**config.mk**
```make
export PLATFORM = sky130hd
export DESIGN_NAME = ecs_top
export DESIGN_NICKNAME = d
export VERILOG_FILES = /design/src/rtl/ecs_pkg.sv /design/src/rtl/ecs_lane_mux.sv /design/src/rtl/ecs_top.sv
export SDC_FILE = /design/constraint.sdc
export NUM_CORES = 1
export LEC_CHECK = 0
export ABC_AREA = 1
export BUFFER_PORTS_ARGS = -buffer_cell sky130_fd_sc_hd__buf_2
export CAP_MARGIN = 20
export CORE_MARGIN = 2
export CORE_UTILIZATION = 35
export DETAILED_ROUTE_END_ITERATION = 8
export PLACE_DENSITY = 0.75
export SYNTH_ARGS = -nofsm -noshare
export SYNTH_HDL_FRONTEND = slang
export SYNTH_HIERARCHICAL = 1
export SYNTH_SLANG_ARGS = --single-unit
```
**constraint.sdc**
```tcl
create_clock -name mclk_i -period 1.11 [get_ports mclk_i]
set_clock_uncertainty 0.2 [all_clocks]
set_input_delay 0.111 -clock mclk_i [delete_from_list [all_inputs] [get_ports mclk_i]]
set_output_delay 0.111 -clock mclk_i [all_outputs]
set_load 0.05 [all_outputs]
```
**src/rtl/ecs_pkg.sv**
```systemverilog
// Purpose: constants for external bus chip-select assignment and nand lane routing
// Assumes: single system clock, synchronous active-high reset
// Notes: reset values and fixed defaults listed below
package ecs_pkg;
  localparam int ADDR_W = 26;
  localparam int ALE_BIT = 21;
  localparam int CLE_BIT = 22;
  localparam int LANE_W = 16;
  localparam logic RST_CS1_ASSIGN = 1'h0;
  localparam logic RST_CS3_ASSIGN = 1'h0;
  localparam logic RST_UPPER_LANE = 1'h0;
  // static controller mode defaults
  localparam logic RST_BYTE_SELECT = 1'h1;
  localparam logic RST_BUS_16 = 1'h1;
  localparam logic RST_CS_STROBES = 1'h1;
  // pin levels during reset and while idle
  localparam logic RST_CS1_N = 1'h1;
  localparam logic RST_STROBE_N = 1'h1;
  localparam logic RST_LATCH = 1'h0;
endpackage : ecs_pkg

```
**src/rtl/ecs_lane_mux.sv**
```systemverilog
// Purpose: nand data lane steering between lower and upper halves
// Assumes: lane select registered by parent
// Notes: data output registered
`timescale 1ns/100ps
module ecs_lane_mux (
  input wire logic mclk_i, // system clock
  input wire logic rst_i, // sync reset
  input wire logic upper_i, // nand on upper lanes
  input wire logic [15:0] nand_wdata_i, // nand write data
  input wire logic [31:0] bus_rdata_i, // data pins in
  output logic [31:0] lane_wdata_o, // data onto pins
  output logic [15:0] nand_rdata_o // nand read data
);
  logic [31:0] next_lane_wdata;
  logic [15:0] next_nand_rdata;
  always_comb begin
    next_lane_wdata = {16'h0000, nand_wdata_i};
    next_nand_rdata = bus_rdata_i[15:0];
    if (upper_i) begin
      next_lane_wdata = {nand_wdata_i, 16'h0000};
      next_nand_rdata = bus_rdata_i[31:16];
    end
  end
  always_ff @(posedge mclk_i) begin
    if (rst_i) begin
      lane_wdata_o <= 32'h00000000;
      nand_rdata_o <= 16'h0000;
    end else begin
      lane_wdata_o <= next_lane_wdata;
      nand_rdata_o <= next_nand_rdata;
    end
  end
  property p_lane_up;
    @(posedge mclk_i) disable iff (rst_i)
      upper_i |=> lane_wdata_o[31:16] == $past(nand_wdata_i) && lane_wdata_o[15:0] == 16'h0000;
  endproperty
  a_lane_up: assert property (p_lane_up) else $error("upper write lanes wrong");
  property p_lane_up_rd;
    @(posedge mclk_i) disable iff (rst_i)
      upper_i |=> nand_rdata_o == $past(bus_rdata_i[31:16]);
  endproperty
  a_lane_up_rd: assert property (p_lane_up_rd) else $error("upper read lanes wrong");
  property p_lane_low;
    @(posedge mclk_i) disable iff (rst_i)
      !upper_i |=> nand_rdata_o == $past(bus_rdata_i[15:0]);
  endproperty
  a_lane_low: assert property (p_lane_low) else $error("lower read lanes wrong");
  property p_lane_low_wr;
    @(posedge mclk_i) disable iff (rst_i)
      !upper_i |=> lane_wdata_o == {16'h0000, $past(nand_wdata_i)};
  endproperty
  a_lane_low_wr: assert property (p_lane_low_wr) else $error("lower write lanes wrong");
endmodule : ecs_lane_mux

```
**src/rtl/ecs_top.sv**
```systemverilog
// Purpose: chip-select assignment, nand strobe gating and lane routing
// Assumes: config bits come from logic on the same clock
// Notes: strobe inputs active low as driven by the static controller
`timescale 1ns/100ps
module ecs_top (
  input wire logic mclk_i, // system clock 200 MHz
  input wire logic rst_i, // sync reset
  input wire logic cfg_we_i, // load configuration bits
  input wire logic ram_cs1_assign_bit_i, // cs1 to dram
  input wire logic nand_cs3_assign_bit_i, // cs3 to nand
  input wire logic nand_upper_lane_select_i, // nand on d16-d31
  input wire logic [25:0] addr_i, // static controller address
  input wire logic smc_cs1_n_i, // static cs1 request
  input wire logic dram_cs1_n_i, // dram cs1 request
  input wire logic chip_select_three_n_i, // static cs3
  input wire logic smc_rd_n_i, // static read strobe
  input wire logic smc_wr_n_i, // static write strobe
  input wire logic [15:0] nand_wdata_i, // nand write data
  input wire logic [31:0] bus_rdata_i, // data pins in
  output logic ram_cs1_assign_bit_o, // cs1 assign readback
  output logic nand_cs3_assign_bit_o, // cs3 assign readback
  output logic nand_upper_lane_select_o, // lane readback
  output logic smc_byte_select_o, // static byte select mode
  output logic smc_bus_16_o, // static 16-bit bus
  output logic smc_cs_strobes_o, // strobes ruled by cs
  output logic cs1_n_o, // chip select 1 pin
  output logic nand_read_strobe_n_o, // nand read pin
  output logic nand_write_strobe_n_o, // nand write pin
  output logic nand_ale_o, // address latch
  output logic nand_cle_o, // command latch
  output logic [31:0] lane_wdata_o, // data pins out
  output logic [15:0] nand_rdata_o // nand read data
);
  // ==========================================================
  // configuration
  logic cs1a, cs3a, upper;
  logic next_cs1a, next_cs3a, next_upper;
  always_comb begin
    next_cs1a = cs1a;
    next_cs3a = cs3a;
    next_upper = upper;
    if (cfg_we_i) begin
      next_cs1a = ram_cs1_assign_bit_i;
      next_cs3a = nand_cs3_assign_bit_i;
      next_upper = nand_upper_lane_select_i;
    end
  end
  always_ff @(posedge mclk_i) begin
    if (rst_i) begin
      cs1a <= ecs_pkg::RST_CS1_ASSIGN;
      cs3a <= ecs_pkg::RST_CS3_ASSIGN;
      upper <= ecs_pkg::RST_UPPER_LANE;
    end else begin
      cs1a <= next_cs1a;
      cs3a <= next_cs3a;
      upper <= next_upper;
    end
  end
  assign ram_cs1_assign_bit_o = cs1a;
  assign nand_cs3_assign_bit_o = cs3a;
  assign nand_upper_lane_select_o = upper;

  // ==========================================================
  // static controller defaults
  // held at reset values so a 16-bit part on chip select zero can boot
  assign smc_byte_select_o = ecs_pkg::RST_BYTE_SELECT;
  assign smc_bus_16_o = ecs_pkg::RST_BUS_16;
  assign smc_cs_strobes_o = ecs_pkg::RST_CS_STROBES;

  // ==========================================================
  // pin outputs
  // strobes park high outside the nand window: no stray static access reaches the flash
  function automatic logic latch_bit(input logic act, input logic [25:0] addr, input int pos);
    return act && addr[pos];
  endfunction : latch_bit
  logic cs3_act;
  logic next_cs1_n, next_rd_n, next_wr_n, next_ale, next_cle;
  always_comb begin
    cs3_act = cs3a && !chip_select_three_n_i;
    next_cs1_n = cs1a ? dram_cs1_n_i : smc_cs1_n_i;
    next_rd_n = cs3_act ? smc_rd_n_i : 1'h1;
    next_wr_n = cs3_act ? smc_wr_n_i : 1'h1;
    next_ale = latch_bit(cs3_act, addr_i, ecs_pkg::ALE_BIT);
    next_cle = latch_bit(cs3_act, addr_i, ecs_pkg::CLE_BIT);
  end
  always_ff @(posedge mclk_i) begin
    if (rst_i) begin
      cs1_n_o <= ecs_pkg::RST_CS1_N;
      nand_read_strobe_n_o <= ecs_pkg::RST_STROBE_N;
      nand_write_strobe_n_o <= ecs_pkg::RST_STROBE_N;
      nand_ale_o <= ecs_pkg::RST_LATCH;
      nand_cle_o <= ecs_pkg::RST_LATCH;
    end else begin
      cs1_n_o <= next_cs1_n;
      nand_read_strobe_n_o <= next_rd_n;
      nand_write_strobe_n_o <= next_wr_n;
      nand_ale_o <= next_ale;
      nand_cle_o <= next_cle;
    end
  end

  // ==========================================================
  // data lanes
  ecs_lane_mux u_lane (
    .mclk_i(mclk_i),
    .rst_i(rst_i),
    .upper_i(upper),
    .nand_wdata_i(nand_wdata_i),
    .bus_rdata_i(bus_rdata_i),
    .lane_wdata_o(lane_wdata_o),
    .nand_rdata_o(nand_rdata_o)
  );

  // ==========================================================
  // checks
  property p_cs1_dram;
    @(posedge mclk_i) disable iff (rst_i)
      cs1a |=> cs1_n_o == $past(dram_cs1_n_i);
  endproperty
  a_cs1_dram: assert property (p_cs1_dram) else $error("cs1 not from dram");

  property p_dram_isolate;
    @(posedge mclk_i) disable iff (rst_i)
      cs1a && !smc_cs1_n_i && dram_cs1_n_i |=> cs1_n_o;
  endproperty
  a_dram_isolate: assert property (p_dram_isolate) else $error("static reached cs1");

  property p_cs1a_load;
    @(posedge mclk_i) disable iff (rst_i)
      cfg_we_i |=> ram_cs1_assign_bit_o == $past(ram_cs1_assign_bit_i);
  endproperty
  a_cs1a_load: assert property (p_cs1a_load) else $error("cs1 bit not loaded");

  property p_cs1_smc;
    @(posedge mclk_i) disable iff (rst_i)
      !cs1a |=> cs1_n_o == $past(smc_cs1_n_i);
  endproperty
  a_cs1_smc: assert property (p_cs1_smc) else $error("cs1 not from static");

  property p_smc_isolate;
    @(posedge mclk_i) disable iff (rst_i)
      !cs1a && !dram_cs1_n_i && smc_cs1_n_i |=> cs1_n_o;
  endproperty
  a_smc_isolate: assert property (p_smc_isolate) else $error("dram reached cs1");

  property p_cfg_hold;
    @(posedge mclk_i) disable iff (rst_i)
      !cfg_we_i |=> $stable(cs1a) && $stable(cs3a) && $stable(upper);
  endproperty
  a_cfg_hold: assert property (p_cfg_hold) else $error("config moved");

  property p_cs3a_load;
    @(posedge mclk_i) disable iff (rst_i)
      cfg_we_i |=> nand_cs3_assign_bit_o == $past(nand_cs3_assign_bit_i);
  endproperty
  a_cs3a_load: assert property (p_cs3a_load) else $error("cs3 bit not loaded");

  property p_no_nand;
    @(posedge mclk_i) disable iff (rst_i)
      !cs3a |=> nand_read_strobe_n_o && nand_write_strobe_n_o && !nand_ale_o && !nand_cle_o;
  endproperty
  a_no_nand: assert property (p_no_nand) else $error("nand active while off");

  property p_lane_load;
    @(posedge mclk_i) disable iff (rst_i)
      cfg_we_i |=> nand_upper_lane_select_o == $past(nand_upper_lane_select_i);
  endproperty
  a_lane_load: assert property (p_lane_load) else $error("lane bit not loaded");

  property p_ale;
    @(posedge mclk_i) disable iff (rst_i)
      cs3_act |=> nand_ale_o == $past(addr_i[ecs_pkg::ALE_BIT]);
  endproperty
  a_ale: assert property (p_ale) else $error("address latch wrong");

  property p_cle;
    @(posedge mclk_i) disable iff (rst_i)
      cs3_act |=> nand_cle_o == $past(addr_i[ecs_pkg::CLE_BIT]);
  endproperty
  a_cle: assert property (p_cle) else $error("command latch wrong");

  property p_latch_idle;
    @(posedge mclk_i) disable iff (rst_i)
      !cs3_act |=> !nand_ale_o && !nand_cle_o;
  endproperty
  a_latch_idle: assert property (p_latch_idle) else $error("latch outside cs3");

  property p_rd_pass;
    @(posedge mclk_i) disable iff (rst_i)
      cs3_act |=> nand_read_strobe_n_o == $past(smc_rd_n_i);
  endproperty
  a_rd_pass: assert property (p_rd_pass) else $error("read strobe not passed");

  property p_wr_pass;
    @(posedge mclk_i) disable iff (rst_i)
      cs3_act |=> nand_write_strobe_n_o == $past(smc_wr_n_i);
  endproperty
  a_wr_pass: assert property (p_wr_pass) else $error("write strobe not passed");

  property p_leave;
    @(posedge mclk_i) disable iff (rst_i)
      $rose(chip_select_three_n_i) |=> nand_read_strobe_n_o && nand_write_strobe_n_o;
  endproperty
  a_leave: assert property (p_leave) else $error("strobe after cs3 left");

  property p_strobe_idle;
    @(posedge mclk_i) disable iff (rst_i)
      !cs3_act |=> nand_read_strobe_n_o && nand_write_strobe_n_o;
  endproperty
  a_strobe_idle: assert property (p_strobe_idle) else $error("strobe outside cs3");

  property p_rst_pins;
    @(posedge mclk_i)
      rst_i |=> cs1_n_o && nand_read_strobe_n_o && nand_write_strobe_n_o
        && !nand_ale_o && !nand_cle_o;
  endproperty
  a_rst_pins: assert property (p_rst_pins) else $error("pins not idle in reset");

  property p_rst_lane;
    @(posedge mclk_i) rst_i |=> !upper && !nand_upper_lane_select_o;
  endproperty
  a_rst_lane: assert property (p_rst_lane) else $error("lane not zero in reset");

  property p_defaults;
    @(posedge mclk_i) disable iff (rst_i)
      smc_byte_select_o && smc_bus_16_o && smc_cs_strobes_o;
  endproperty
  a_defaults: assert property (p_defaults) else $error("static defaults lost");
endmodule : ecs_top

```
==> reports/metrics.yaml <==
setup-tns-final_ns: -1.85
cts_made_buffers: 5
cp.required_ns: 1.15
antenna_found_initial: 0
yosysMostFrequentCell: "dfxtp_1"
failed_checks: "negative hold slack, negative setup slack"
port_buffers: 116
worstPathArrival_ns: 1.25
place_congestion: 0.693
max_stage_delay_ns: 0.37
drc: 0
power_density_nw_per_um2: 1290
critPathLaunchType: "flip-flop"
grt_first_pass_wirelength_um: 9720
clk_pin_slew_ns: 0.09
final-hold-violation-count: 1
antenna_left: 0
htree_levels: 2
clockBufferDepth: 2
synth_commonest_cells: "56 x dfxtp_1, 43 x nand2_1, 31 x nor2_1, 25 x inv_1, 18 x nand3_1"
die_y_um: 76.4
fin_crit_ns: 1.21
setup_viol: 40
path_buf_inv: 2
die_w_um: 76.4
stdcell_count: 457
synth_area_leaders: "dfxtp_1 61%, nand2_1 8.8%, nor2_1 6.3%, nor2_4 6.1%, inv_1 5.1%"
grt_overflow_total: 0
clock_latency_ns: 0.30
fin_area_um2: 3960
dr.pass1.iters: 6
n_antenna_cell: 0
ys_ff_latch: 56
slew_viol_final: 0
startpoint: "nand_upper_lane_select_o$_SDFFE_PP0P_"
drive_above_1_share: 0.584
die_area_um2: 5840
path_cells: "buf_6 -> nor2_8 -> clkbuf_16 -> nand2_2 -> nand2_1"
endpoint_kind: "flip-flop"
grt_pass1_vias: 2060
fin_nets: 471
wl_um: 6740
rows: 26
ioPinCount: 144
maxCapViolations: 0
fin_util: 0.780
cts_tree: "yes"
cts_hold_buf: 60
hpwl_um: 2940
placed_cells: 383
post_drt_wl_per_cell_um: 14.8
yosysTopAreaCellShare: 0.610
cts.sinks: 56
yosysTopAreaCell: "dfxtp_1"
power_leakage_uw: 0.00195
total_power_uw: 5110
hold_ws_ns: -0.0150
ys.flop_type: "dfxtp_1"
start_util: 0.362
synth_cell_types: 15
timing.final.crit_share: 1.09
fmax_mhz: 826
synth_edf_count: 0
ys_seq_area_frac: 0.610
vias_per_cell: 4.30
rsz0062_at_grt: "true"
min_from: "rst_i"
cp_top_family: "flip-flops"
area_delta_synth_final_pct: 116
drt-initial-drc-count: 79
core_um2: 5070
max-vdd-ir-drop_mv: 0.702
vias: 1967
min_path_type: "input port to flip-flop"
worstSetupPathType: "flip-flop to flip-flop"
syn_inst: 198
avgSynthCellArea_um2: 9.28
crit_slowest_cell: "dfxtp_4"
cp_max_fo: 8
ys_warn_count: 6
ys_async_sr_fraction: 0
place_area_um2: 2510
track_usage: 0.212
r2r-start: "nand_upper_lane_select_o$_SDFFE_PP0P_"
fin_ws_ns: -0.101
root_buffer: "clkbuf_8"
syn_area_um2: 1840
status: "complete, but fails checks"
grt_max_degree: 19
## layout make-up
class | instances | area, um^2
Clock inverter | 3 | 68.8
Clock buffer | 5 | 68.8
Timing Repair Buffer | 188 | 1840
Inverter | 28 | 110
Fill cell | 295 | 1120
Sequential cell | 56 | 1200
Tap cell | 70 | 87.6
Multi-Input combinational cell | 107 | 583
## worst reg2reg max path: stages, from the launching register on
cell and delay, ns:
dfxtp_4 0.37, buf_6 0.13, nor2_8 0.14, clkbuf_16 0.19
nand2_2 0.05, nand2_1 0.07
## through the flow
| stage | hold slack [ns] | worst slack [ns] |
|---|---|---|
| 5_1_grt | -0.0147 | -0.124 |
| 4_1_cts | -0.0212 | -0.0598 |
| 3_5_place_dp | 0.0934 | 0.0380 |
| 3_3_place_gp | 0.0881 | 0.0476 |
| 6_report | -0.0150 | -0.101 |
| 2_1_floorplan | 0.00278 | -0.118 |
## power by group
part	switching, uW	total [uW]	internal [uW]
combinational	729	1340	610
clock	648	1560	908
sequential	75.2	2210	2140
total	1450	5110	3650
## worst paths after layout
kind                                              to  slack [ns]  depth (start not counted)
setup / recovery  u_lane/nand_rdata_o[13]$_SDFF_PP0_       -0.10                          5
hold reg to reg    ram_cs1_assign_bit_o$_SDFFE_PP0P_        0.43                          3
hold / removal     u_lane/lane_wdata_o[0]$_SDFF_PP0_       -0.02                          4
setup reg to reg  u_lane/nand_rdata_o[13]$_SDFF_PP0_       -0.10                          5
## repair_timing
item                                    CTS  global route
gates cloned                              0             1
setup buffers                             5             0
endpoints found under the setup margin   56            88
pin swaps                                 1             5
endpoints found under the hold margin    56             1
gates resized for setup                 176            58
## routing by layer
metal / GRT usage / up-vias / part of all wire
li1: - / 950 / -
met1: 0.191 / 913 / 0.34
met2: 0.433 / 87 / 0.58
met3: 0.0533 / 17 / 0.059
met4: 0.0945 / 0 / 0.028
met5: 0 / - / 0
## flip-flops by register name, indices dropped and copies added, names as in the netlist
register	count
u_lane/lane_wdata_o	32
nand_read_strobe_n_o	1
nand_write_strobe_n_o	1
nand_cle_o	1
cs1_n_o	1
ram_cs1_assign_bit_o	1
nand_ale_o	1
u_lane/nand_rdata_o	16
nand_cs3_assign_bit_o	1
nand_upper_lane_select_o	1
## kinds of logic (layout without fill, tap and decap cells)
family | after synthesis | after routing | share of synthesized area
buffers and inverters | 37 | 224 | 0.109
other | 1 | 3 | 0.00204
DFF | 56 | 56 | 0.610
and+or+nand+nor | 104 | 104 | 0.279
## cells in the final DEF (no fill, tap or decap)
cell	instances
nor2_8	1
buf_8	41
nand3_1	18
inv_1	24
nor2_2	1
inv_2	3
nand2_4	3
dfxtp_4	2
dlymetal6s4s_1	1
inv_6	2
buf_4	5
dlygate4sd3_1	59
nand2_1	27
dfxtp_2	54
buf_2	60
buf_12	3
bufinv_16	2
nor2_4	11
clkbuf_8	5
nand2_2	14
clkbuf_16	1
buf_6	18
nor2_1	29
conb_1	3
(Power assumes the default switching activity.)
